==> config.mk <==
export PLATFORM = sky130hd
export DESIGN_NAME = pcp_top
export DESIGN_NICKNAME = d
export VERILOG_FILES = /design/src/core/pcp_pkg.sv /design/src/core/pcp_pfd.sv /design/src/core/pcp_vdiv.sv /design/src/core/pcp_top.sv
export SDC_FILE = /design/constraint.sdc
export NUM_CORES = 1
export LEC_CHECK = 0
export ABC_AREA = 1
export BUFFER_PORTS_ARGS = -buffer_cell sky130_fd_sc_hd__buf_2
export CORE_ASPECT_RATIO = 1.4
export CORE_UTILIZATION = 30
export CTS_BUF_LIST = sky130_fd_sc_hd__clkbuf_2 sky130_fd_sc_hd__clkbuf_4 sky130_fd_sc_hd__clkbuf_8
export CTS_CLUSTER_SIZE = 20
export DETAILED_ROUTE_END_ITERATION = 8
export SYNTH_ARGS = -nofsm -noshare
export SYNTH_HDL_FRONTEND = slang
export SYNTH_HIERARCHICAL = 1
export SYNTH_SLANG_ARGS = --single-unit
==> constraint.sdc <==
create_clock -name clk_i -period 1.7 [get_ports clk_i]
set_clock_uncertainty 0.1 [all_clocks]
set_input_delay 0 -clock clk_i [delete_from_list [all_inputs] [get_ports clk_i]]
set_output_delay 0 -clock clk_i [all_outputs]
set_load 0.005 [all_outputs]
==> src/core/pcp_pkg.sv <==
// package: register map, field layout and reset values of the clock-path control block
package pcp_pkg;
    // register indices; all are word aligned, so each register sits at byte address 4 * index
    localparam logic [11:0] IDX_PLL_CTRL = 12'h010;
    localparam logic [11:0] IDX_PFD_ABP = 12'h017;
    localparam logic [11:0] IDX_VCO_CAL = 12'h018;
    localparam logic [11:0] IDX_VCO_DIV = 12'h1E0;
    localparam logic [11:0] IDX_PATH_SEL = 12'h1E1;
    localparam logic [11:0] IDX_UPDATE = 12'h232;
    localparam logic [11:0] IDX_STATUS = 12'h240;
    localparam logic [11:0] ADDR_PLL_CTRL = IDX_PLL_CTRL << 2;
    localparam logic [11:0] ADDR_PFD_ABP = IDX_PFD_ABP << 2;
    localparam logic [11:0] ADDR_VCO_CAL = IDX_VCO_CAL << 2;
    localparam logic [11:0] ADDR_VCO_DIV = IDX_VCO_DIV << 2;
    localparam logic [11:0] ADDR_PATH_SEL = IDX_PATH_SEL << 2;
    localparam logic [11:0] ADDR_UPDATE = IDX_UPDATE << 2;
    localparam logic [11:0] ADDR_STATUS = IDX_STATUS << 2;

    // register fields: pll control, vco calibration, path select and update
    localparam int PWR_LSB = 0;
    localparam int CPMODE_LSB = 4;
    localparam int POL_BIT = 7;
    localparam int ICP_LSB = 8;
    localparam int CAL_BIT = 0;
    localparam int DIRECT_BIT = 0;
    localparam int VCOSEL_BIT = 1;
    localparam int UPD_BIT = 0;

    localparam logic [1:0] PWR_ON = 2'h0;
    localparam logic [1:0] PWR_DOWN = 2'h1;
    localparam logic [2:0] VDIV_RESET = 3'h2;
    localparam logic [2:0] VDIV_MAX = 3'h4;
    localparam logic [2:0] VDIV_BASE = 3'h2;
    localparam logic [7:0] UPD_CODE = 8'h01;
    localparam logic [1:0] ABP_RESET = 2'h0;
    localparam logic [2:0] ICP_RESET = 3'h7;

    // charge pump modes
    localparam logic [2:0] CP_HIZ = 3'h0;
    localparam logic [2:0] CP_UP = 3'h1;
    localparam logic [2:0] CP_DOWN = 3'h2;
    localparam logic [2:0] CP_NORMAL = 3'h3;
    localparam logic [2:0] CP_RESET = 3'h0;

    localparam logic [31:0] RD_ZERO = 32'h0000_0000;
endpackage : pcp_pkg

==> src/core/pcp_pfd.sv <==
// phase-frequency detector with programmable antibacklash stretch
`timescale 1ns/1ps
`default_nettype none
module pcp_pfd (
    input wire logic clk_i,
    input wire logic nrst_i,
    input wire logic ref_edge_i,
    input wire logic fb_edge_i,
    input wire logic [1:0] abp_width_i,
    output logic up_o,
    output logic down_o
);
    logic up_q, up_d, dn_q, dn_d;
    logic [2:0] abp_q, abp_d;

    // a pulse on both lines for abp + 1 cycles before reset kills the dead zone
    always_comb begin
        up_d = up_q | ref_edge_i;
        dn_d = dn_q | fb_edge_i;
        abp_d = abp_q;
        if (up_q && dn_q) begin
            if (abp_q >= {1'b0, abp_width_i}) begin
                up_d = ref_edge_i;
                dn_d = fb_edge_i;
                abp_d = 3'h0;
            end else begin
                abp_d = abp_q + 3'h1;
            end
        end
    end

    always_ff @(posedge clk_i or negedge nrst_i) begin
        if (!nrst_i) begin
            up_q <= 1'b0;
            dn_q <= 1'b0;
            abp_q <= 3'h0;
        end else begin
            up_q <= up_d;
            dn_q <= dn_d;
            abp_q <= abp_d;
        end
    end

    assign up_o = up_q;
    assign down_o = dn_q;
endmodule : pcp_pfd
`default_nettype wire

==> src/core/pcp_vdiv.sv <==
// vco divider, ratio 2..6, one-cycle output pulse per period
`timescale 1ns/1ps
`default_nettype none
module pcp_vdiv (
    input wire logic clk_i,
    input wire logic nrst_i,
    input wire logic in_edge_i,
    input wire logic [2:0] ratio_sel_i,
    output logic out_edge_o
);
    logic [2:0] cnt_q, cnt_d;
    logic [2:0] last;
    logic out_q, out_d;

    always_comb begin
        // select 0..4 means divide by 2..6; larger codes clamp to 6
        last = (ratio_sel_i > pcp_pkg::VDIV_MAX) ? pcp_pkg::VDIV_MAX + 3'h1 : ratio_sel_i + 3'h1;
        cnt_d = cnt_q;
        out_d = 1'b0;
        if (in_edge_i) begin
            if (cnt_q >= last) begin
                cnt_d = 3'h0;
                out_d = 1'b1;
            end else begin
                cnt_d = cnt_q + 3'h1;
            end
        end
    end

    always_ff @(posedge clk_i or negedge nrst_i) begin
        if (!nrst_i) begin
            cnt_q <= 3'h0;
            out_q <= 1'b0;
        end else begin
            cnt_q <= cnt_d;
            out_q <= out_d;
        end
    end

    assign out_edge_o = out_q;
endmodule : pcp_vdiv
`default_nettype wire

==> src/core/pcp_top.sv <==
// top: apb register file, update transfer, clock path routing, pll control
//
// Design decisions made here: the APB interface to the registers and the register offsets.
`timescale 1ns/1ps
`default_nettype none
module pcp_top (
    input wire logic clk_i,
    input wire logic nrst_i,
    // apb slave
    input wire logic psel_i,
    input wire logic penable_i,
    input wire logic pwrite_i,
    input wire logic [11:0] paddr_i,
    input wire logic [31:0] pwdata_i,
    output logic [31:0] prdata_o,
    output logic pready_o,
    output logic pslverr_o,
    // clock path
    input wire logic ext_clk_edge_i,
    input wire logic vco_clk_edge_i,
    input wire logic ref_edge_i,
    input wire logic fb_edge_i,
    output logic dist_clk_edge_o,
    output logic pll_pwrdn_o,
    output logic vco_en_o,
    output logic vco_cal_start_o,
    output logic vco_cal_reset_o,
    output logic pump_up_o,
    output logic pump_down_o,
    output logic pump_hiz_o,
    output logic [2:0] pump_current_setting_o
);
    // ========================================
    // staged and active configuration
    logic [1:0] stg_pwr_q, stg_pwr_d, act_pwr_q, act_pwr_d;
    logic [2:0] stg_cp_q, stg_cp_d, act_cp_q, act_cp_d;
    logic stg_pol_q, stg_pol_d, act_pol_q, act_pol_d;
    logic [2:0] stg_icp_q, stg_icp_d, act_icp_q, act_icp_d;
    logic [1:0] stg_abp_q, stg_abp_d, act_abp_q, act_abp_d;
    logic stg_cal_q, stg_cal_d, act_cal_q, act_cal_d;
    logic [2:0] stg_vdiv_q, stg_vdiv_d, act_vdiv_q, act_vdiv_d;
    logic stg_direct_q, stg_direct_d, act_direct_q, act_direct_d;
    logic stg_vcosel_q, stg_vcosel_d, act_vcosel_q, act_vcosel_d;
    logic upd_pend_q, upd_pend_d;
    logic [31:0] rdata_q, rdata_d;
    logic ready_q, ready_d, err_q, err_d;
    logic cal_start_q, cal_start_d, cal_rst_q, cal_rst_d;
    logic cal_done_once_q, cal_done_once_d;

    logic setup, wr_en, apply;
    assign setup = psel_i && !penable_i;
    assign wr_en = setup && pwrite_i;

    // ========================================
    // apb decode and staging
    // no wait state: answer in the access cycle after setup
    always_comb begin
        stg_pwr_d = stg_pwr_q;
        stg_cp_d = stg_cp_q;
        stg_pol_d = stg_pol_q;
        stg_icp_d = stg_icp_q;
        stg_abp_d = stg_abp_q;
        stg_cal_d = stg_cal_q;
        stg_vdiv_d = stg_vdiv_q;
        stg_direct_d = stg_direct_q;
        stg_vcosel_d = stg_vcosel_q;
        // pending lasts one cycle; a new update write in that cycle wins
        upd_pend_d = 1'b0;
        rdata_d = pcp_pkg::RD_ZERO;
        ready_d = setup;
        err_d = 1'b0;
        if (setup) begin
            case (paddr_i)
                pcp_pkg::ADDR_PLL_CTRL: begin
                    if (pwrite_i) begin
                        stg_pwr_d = pwdata_i[pcp_pkg::PWR_LSB +: 2];
                        stg_cp_d = pwdata_i[pcp_pkg::CPMODE_LSB +: 3];
                        stg_pol_d = pwdata_i[pcp_pkg::POL_BIT];
                        stg_icp_d = pwdata_i[pcp_pkg::ICP_LSB +: 3];
                    end
                    rdata_d[pcp_pkg::PWR_LSB +: 2] = stg_pwr_q;
                    rdata_d[pcp_pkg::CPMODE_LSB +: 3] = stg_cp_q;
                    rdata_d[pcp_pkg::POL_BIT] = stg_pol_q;
                    rdata_d[pcp_pkg::ICP_LSB +: 3] = stg_icp_q;
                end
                pcp_pkg::ADDR_PFD_ABP: begin
                    if (pwrite_i) stg_abp_d = pwdata_i[1:0];
                    rdata_d[1:0] = stg_abp_q;
                end
                pcp_pkg::ADDR_VCO_CAL: begin
                    if (pwrite_i) stg_cal_d = pwdata_i[pcp_pkg::CAL_BIT];
                    rdata_d[pcp_pkg::CAL_BIT] = stg_cal_q;
                end
                pcp_pkg::ADDR_VCO_DIV: begin
                    if (pwrite_i) stg_vdiv_d = pwdata_i[2:0];
                    rdata_d[2:0] = stg_vdiv_q;
                end
                pcp_pkg::ADDR_PATH_SEL: begin
                    if (pwrite_i) begin
                        stg_direct_d = pwdata_i[pcp_pkg::DIRECT_BIT];
                        stg_vcosel_d = pwdata_i[pcp_pkg::VCOSEL_BIT];
                    end
                    rdata_d[pcp_pkg::DIRECT_BIT] = stg_direct_q;
                    rdata_d[pcp_pkg::VCOSEL_BIT] = stg_vcosel_q;
                end
                pcp_pkg::ADDR_UPDATE: begin
                    if (pwrite_i && pwdata_i[7:0] == pcp_pkg::UPD_CODE) upd_pend_d = 1'b1;
                    rdata_d[pcp_pkg::UPD_BIT] = upd_pend_q;
                end
                pcp_pkg::ADDR_STATUS: begin
                    rdata_d[pcp_pkg::PWR_LSB +: 2] = act_pwr_q;
                    rdata_d[pcp_pkg::CPMODE_LSB +: 3] = act_cp_q;
                    rdata_d[pcp_pkg::POL_BIT] = act_pol_q;
                    rdata_d[pcp_pkg::ICP_LSB +: 3] = act_icp_q;
                    rdata_d[12:11] = act_abp_q;
                    rdata_d[13] = act_cal_q;
                    rdata_d[18:16] = act_vdiv_q;
                    rdata_d[20] = act_direct_q;
                    rdata_d[21] = act_vcosel_q;
                    rdata_d[24] = cal_done_once_q;
                end
                default: begin
                    err_d = 1'b1;
                end
            endcase
        end
    end

    // ========================================
    // transfer of staged values on update
    assign apply = upd_pend_q;

    always_comb begin
        act_pwr_d = act_pwr_q;
        act_cp_d = act_cp_q;
        act_pol_d = act_pol_q;
        act_icp_d = act_icp_q;
        act_abp_d = act_abp_q;
        act_cal_d = act_cal_q;
        act_vdiv_d = act_vdiv_q;
        act_direct_d = act_direct_q;
        act_vcosel_d = act_vcosel_q;
        cal_start_d = 1'b0;
        cal_rst_d = 1'b0;
        cal_done_once_d = cal_done_once_q;
        if (apply) begin
            act_pwr_d = stg_pwr_q;
            act_cp_d = stg_cp_q;
            act_pol_d = stg_pol_q;
            act_icp_d = stg_icp_q;
            act_abp_d = stg_abp_q;
            act_cal_d = stg_cal_q;
            act_vdiv_d = stg_vdiv_q;
            act_direct_d = stg_direct_q;
            act_vcosel_d = stg_vcosel_q;
            // calibration starts on a rising edge of the applied bit only
            cal_start_d = stg_cal_q && !act_cal_q;
            cal_rst_d = !stg_cal_q && act_cal_q;
            if (stg_cal_q) cal_done_once_d = 1'b1;
        end
    end

    always_ff @(posedge clk_i or negedge nrst_i) begin
        if (!nrst_i) begin
            stg_pwr_q <= pcp_pkg::PWR_DOWN;
            stg_cp_q <= pcp_pkg::CP_RESET;
            stg_pol_q <= 1'b0;
            stg_icp_q <= pcp_pkg::ICP_RESET;
            stg_abp_q <= pcp_pkg::ABP_RESET;
            stg_cal_q <= 1'b0;
            stg_vdiv_q <= pcp_pkg::VDIV_RESET;
            stg_direct_q <= 1'b0;
            stg_vcosel_q <= 1'b0;
            act_pwr_q <= pcp_pkg::PWR_DOWN;
            act_cp_q <= pcp_pkg::CP_RESET;
            act_pol_q <= 1'b0;
            act_icp_q <= pcp_pkg::ICP_RESET;
            act_abp_q <= pcp_pkg::ABP_RESET;
            act_cal_q <= 1'b0;
            act_vdiv_q <= pcp_pkg::VDIV_RESET;
            act_direct_q <= 1'b0;
            act_vcosel_q <= 1'b0;
            upd_pend_q <= 1'b0;
            rdata_q <= pcp_pkg::RD_ZERO;
            ready_q <= 1'b0;
            err_q <= 1'b0;
            cal_start_q <= 1'b0;
            cal_rst_q <= 1'b0;
            cal_done_once_q <= 1'b0;
        end else begin
            stg_pwr_q <= stg_pwr_d;
            stg_cp_q <= stg_cp_d;
            stg_pol_q <= stg_pol_d;
            stg_icp_q <= stg_icp_d;
            stg_abp_q <= stg_abp_d;
            stg_cal_q <= stg_cal_d;
            stg_vdiv_q <= stg_vdiv_d;
            stg_direct_q <= stg_direct_d;
            stg_vcosel_q <= stg_vcosel_d;
            act_pwr_q <= act_pwr_d;
            act_cp_q <= act_cp_d;
            act_pol_q <= act_pol_d;
            act_icp_q <= act_icp_d;
            act_abp_q <= act_abp_d;
            act_cal_q <= act_cal_d;
            act_vdiv_q <= act_vdiv_d;
            act_direct_q <= act_direct_d;
            act_vcosel_q <= act_vcosel_d;
            upd_pend_q <= upd_pend_d;
            rdata_q <= rdata_d;
            ready_q <= ready_d;
            err_q <= err_d;
            cal_start_q <= cal_start_d;
            cal_rst_q <= cal_rst_d;
            cal_done_once_q <= cal_done_once_d;
        end
    end

    // ========================================
    // clock path: source select, divider, bypass
    logic src_edge, vdiv_edge, pfd_up, pfd_dn;
    logic dist_q, dist_d, pwrdn_q, pwrdn_d, vcoen_q, vcoen_d;
    logic pu_q, pu_d, pd_q, pd_d, hiz_q, hiz_d;

    // a powered-down pll leaves the vco silent
    assign src_edge = act_vcosel_q ? (vco_clk_edge_i && act_pwr_q == pcp_pkg::PWR_ON) : ext_clk_edge_i;

    pcp_vdiv u_vdiv (
        .clk_i(clk_i),
        .nrst_i(nrst_i),
        .in_edge_i(src_edge),
        .ratio_sel_i(act_vdiv_q),
        .out_edge_o(vdiv_edge)
    );

    pcp_pfd u_pfd (
        .clk_i(clk_i),
        .nrst_i(nrst_i),
        .ref_edge_i(ref_edge_i && act_pwr_q == pcp_pkg::PWR_ON),
        .fb_edge_i(fb_edge_i && act_pwr_q == pcp_pkg::PWR_ON),
        .abp_width_i(act_abp_q),
        .up_o(pfd_up),
        .down_o(pfd_dn)
    );

    always_comb begin
        dist_d = act_direct_q ? src_edge : vdiv_edge;
        pwrdn_d = act_pwr_q != pcp_pkg::PWR_ON;
        vcoen_d = act_vcosel_q && act_pwr_q == pcp_pkg::PWR_ON;
        pu_d = 1'b0;
        pd_d = 1'b0;
        hiz_d = 1'b1;
        if (!pwrdn_d) begin
            case (act_cp_q)
                pcp_pkg::CP_UP: begin
                    pu_d = 1'b1;
                    hiz_d = 1'b0;
                end
                pcp_pkg::CP_DOWN: begin
                    pd_d = 1'b1;
                    hiz_d = 1'b0;
                end
                pcp_pkg::CP_NORMAL: begin
                    // negative polarity swaps the pump direction
                    pu_d = act_pol_q ? pfd_dn : pfd_up;
                    pd_d = act_pol_q ? pfd_up : pfd_dn;
                    hiz_d = 1'b0;
                end
                default: begin
                    hiz_d = 1'b1;
                end
            endcase
        end
    end

    always_ff @(posedge clk_i or negedge nrst_i) begin
        if (!nrst_i) begin
            dist_q <= 1'b0;
            pwrdn_q <= 1'b1;
            vcoen_q <= 1'b0;
            pu_q <= 1'b0;
            pd_q <= 1'b0;
            hiz_q <= 1'b1;
        end else begin
            dist_q <= dist_d;
            pwrdn_q <= pwrdn_d;
            vcoen_q <= vcoen_d;
            pu_q <= pu_d;
            pd_q <= pd_d;
            hiz_q <= hiz_d;
        end
    end

    assign prdata_o = rdata_q;
    assign pready_o = ready_q;
    assign pslverr_o = err_q;
    assign dist_clk_edge_o = dist_q;
    assign pll_pwrdn_o = pwrdn_q;
    assign vco_en_o = vcoen_q;
    assign vco_cal_start_o = cal_start_q;
    assign vco_cal_reset_o = cal_rst_q;
    assign pump_up_o = pu_q;
    assign pump_down_o = pd_q;
    assign pump_hiz_o = hiz_q;
    assign pump_current_setting_o = act_icp_q;
endmodule : pcp_top
`default_nettype wire

==> results.sh <==
export IMPL_num_antenna_cells=0
export IMPL_grt_ovfl_total=0
export IMPL_worst_path_max_delay_cell="dfstp_2"
export IMPL_port_buffers=63
export IMPL_place_hpwl_mm=5.77
export IMPL_p_per_area_nw_per_um2=856
export IMPL_crit_path_end="u_vdiv/cnt_q[0]"
export IMPL_synth_area_um2=3530
export IMPL_final_common_cell="nand2_1"
export IMPL_peakVddDrop_v=0.000306
export IMPL_ys_warn_count=6
export IMPL_finalCritPeriodShare=1.04
export IMPL_grt_pass1_wl_mm=13.4
export IMPL_maxSlewViolCount=0
export IMPL_status="finished with violations"
export IMPL_cpMostUsedCell="nand2_2"
export IMPL_worstMarginPinSlew_ps=572
export IMPL_critPathMaxFanout=3
export IMPL_cts_buffer_depth=2
export IMPL_postLayoutCellArea_um2=4630
export IMPL_crit_buf_inv=3
export IMPL_antenna_left=0
export IMPL_grt_pass1_vias=2953
export IMPL_rows=46
export IMPL_slew_headroom=0.615
export IMPL_die_h_um=130
export IMPL_syn_area_per_cell_um2=8.59
export IMPL_cts_buffers_inserted=9
export IMPL_num_vias=2915
export IMPL_antenna_found_initial=0
export IMPL_drt_pass1_iterations=4
export IMPL_fillers=1156
export IMPL_worstSetupEndpointType="flop"
export IMPL_worst_setup_path_type="flop to flop"
export IMPL_hold_class="input pin to flop"
export IMPL_cts_tree="built"
export IMPL_hold_viol=1
export IMPL_htreeDepth=3
export IMPL_worst_r2r_endpoint="u_vdiv/cnt_q[0]"
export IMPL_drive_above_1_share=0.284
export IMPL_drv_cap=0
export IMPL_cp_required_ps=1880
export IMPL_ios=98
export IMPL_reg2reg_from="act_vdiv_q[1]"
export IMPL_start_kind="flop"
export IMPL_layout_common_cells="nand2_1 (94), buf_2 (63), dfrtp_1 (62), inv_1 (51)"
export IMPL_drcViolationCount=0
export IMPL_placed_area_um2=3990
export IMPL_syn_to_final_growth_pct=31.2
export IMPL_synthCells=411
export IMPL_ys_seq_area_frac=0.529
export IMPL_synth_seq_cells=74
export IMPL_dieArea_um2=12200
export IMPL_clk_latency_ps=360
export IMPL_synth_distinct_cells=33
export IMPL_seq_area_um2=1870
export IMPL_rsz0062_at_grt="yes"
export IMPL_dp_slack_ps=-128
export IMPL_path_clk_slew_ps=80
export IMPL_finalSetupTns_ps=-200
export IMPL_worstPathArrival_ps=1940
export IMPL_start_util=0.310
export IMPL_layout_setup_ws_ps=-60.7
export IMPL_max_freq_ghz=0.568
export IMPL_grtUsageTotal=0.143
export IMPL_max_stage_delay_ps=570
export IMPL_drt_wl_total_mm=8.31
export IMPL_die_w_um=93.7
export IMPL_viasPerCell=4.41
export IMPL_crit_chain="inv_2 > ha_4 > inv_2 > nand2_2 > nand2_2 > ha_4 > nand2_2 > inv_2 > nand2_2 > nand2_2 > o21ai_1"
export IMPL_reg2reg_depth=11
export IMPL_hold_ws_ps=-25.6
export IMPL_total_leakage_power_uw=0.00230
export IMPL_reg2reg_setup_slack_ps=-60
export IMPL_min_period_ps=1760
export IMPL_initialDrtViolationCount=101
export IMPL_cts_root_buf="clkbuf_8"
export IMPL_fp_coreArea_um2=11400
export IMPL_multi_input_area_um2=1450
export IMPL_grt_max_degree=75
export IMPL_startpoint="act_vdiv_q[1]"
export IMPL_violations="hold timing, setup timing"
export IMPL_utilization=0.406
export IMPL_nNetsFinal=574
export IMPL_cts_sinks=74
export IMPL_cp_depth=11
export IMPL_crit_family="flip-flops"
export IMPL_routedWlPerCell_um=12.6
export IMPL_setup_viol=4
export IMPL_gp_congestion=0.852
==> how the worst min path moves through the flow <==
stage,start,to,slack (ps),cells after the start
6_report,paddr_i[4],stg_cal_q,-30,6
5_1_grt,paddr_i[4],stg_cal_q,50,6
4_1_cts,vco_clk_edge_i,u_vdiv/cnt_q[2],20,3
3_5_place_dp,nrst_i,pump_up_o,-40,2
3_3_place_gp,nrst_i,pump_up_o,-40,2
2_1_floorplan,nrst_i,act_abp_q[0],-400,0
==> what timing repair did <==
item	in CTS	in global routing
hold endpoints to repair	98	0
buffers inserted	0	2
pin swaps	7	12
hold buffers	28	0
endpoints found under the setup margin	4	9
resized for setup	11	19
==> synthesized netlist by cell type <==
cell | n | area share
nand2_1 | 102 | 0.11
dfrtp_1 | 62 | 0.44
inv_1 | 55 | 0.058
o21ai_0 | 28 | 0.040
nand3_1 | 27 | 0.038
nor2_1 | 27 | 0.029
buf_4 | 15 | 0.032
a21oi_1 | 13 | 0.018
dfstp_2 | 12 | 0.089
nor3_1 | 11 | 0.016
ha_1 | 9 | 0.032
o21ai_1 | 7 | 0.0099
nor2_2 | 6 | 0.011
mux2_2 | 5 | 0.016
nand4_1 | 5 | 0.0089
buf_6 | 3 | 0.0096
clkbuf_1 | 3 | 0.0032
nand2_2 | 3 | 0.0053
clkinv_2 | 2 | 0.0028
inv_2 | 2 | 0.0021
nor4_1 | 2 | 0.0035
a21oi_2 | 1 | 0.0025
a22o_1 | 1 | 0.0025
and2_1 | 1 | 0.0018
buf_1 | 1 | 0.0011
buf_2 | 1 | 0.0014
clkinv_1 | 1 | 0.0011
conb_1 | 1 | 0.0011
nand3_2 | 1 | 0.0028
nand4_4 | 1 | 0.0060
nor2_4 | 1 | 0.0032
o21ai_2 | 1 | 0.0025
o31ai_1 | 1 | 0.0021
==> report_power, final <==
part / internal, uW / switching, uW
clock network: 868 / 676
logic: 252 / 315
registers: 1810 / 40.2
==> layout make-up <==
cell class | instances | share of cell area
Clock inverter | 6 | 0.0192
Timing Repair Buffer | 101 | 0.147
Tap cell | 144 | 0.0389
Inverter | 60 | 0.0492
Sequential cell | 74 | 0.403
Multi-Input combinational cell | 266 | 0.313
Clock buffer | 10 | 0.0297
==> logic make-up (layout without fill, tap and decap cells) <==
logic type,count (synthesis),count (layout),synth area share
and+or+nand+nor,187,187,0.233
adders and majority gates,9,9,0.0319
DFF,74,74,0.529
muxes,5,5,0.0159
other,1,13,0.00106
AOI/OAI and AO/OA,52,52,0.0776
buffers and inverters,83,177,0.112
==> per-layer routing <==
metal | wire (um) | GRT usage | share of wire | vias to the layer above
met5 | 0 | 0 | 0 | -
met1 | 3270 | 0.158 | 0.39 | 1354
met4 | 277 | 0.0769 | 0.033 | 0
met2 | 4470 | 0.254 | 0.54 | 70
li1 | - | - | - | 1472
met3 | 292 | 0.0326 | 0.035 | 19
==> registers in the layout, summed over array words and instances, names as in the netlist, 2 cells and up <==
register	flops
act_abp_q	2
act_cp_q	3
act_pwr_q	2
act_vdiv_q	3
prdata_o	19
pump_current_setting_o	3
stg_abp_q	2
stg_cp_q	3
stg_icp_q	3
stg_pwr_q	2
stg_vdiv_q	3
u_pfd/abp_q	3
u_vdiv/cnt_q	3
==> per-stage QoR <==
stage          cells  total power [uW]
5_1_grt          661              4140
3_3_place_gp     616              2250
3_5_place_dp     616              2270
6_report         661              3960
2_1_floorplan    423              2130
4_1_cts          660              3900
==> tightest hold or removal path, cell delays in order <==
cell and delay, ps:
buf_2 90, inv_1 40, nand2_1 70, nor2_2 50, nand2_2 80, o31ai_1 60
Power figures use the tool's default switching activity.
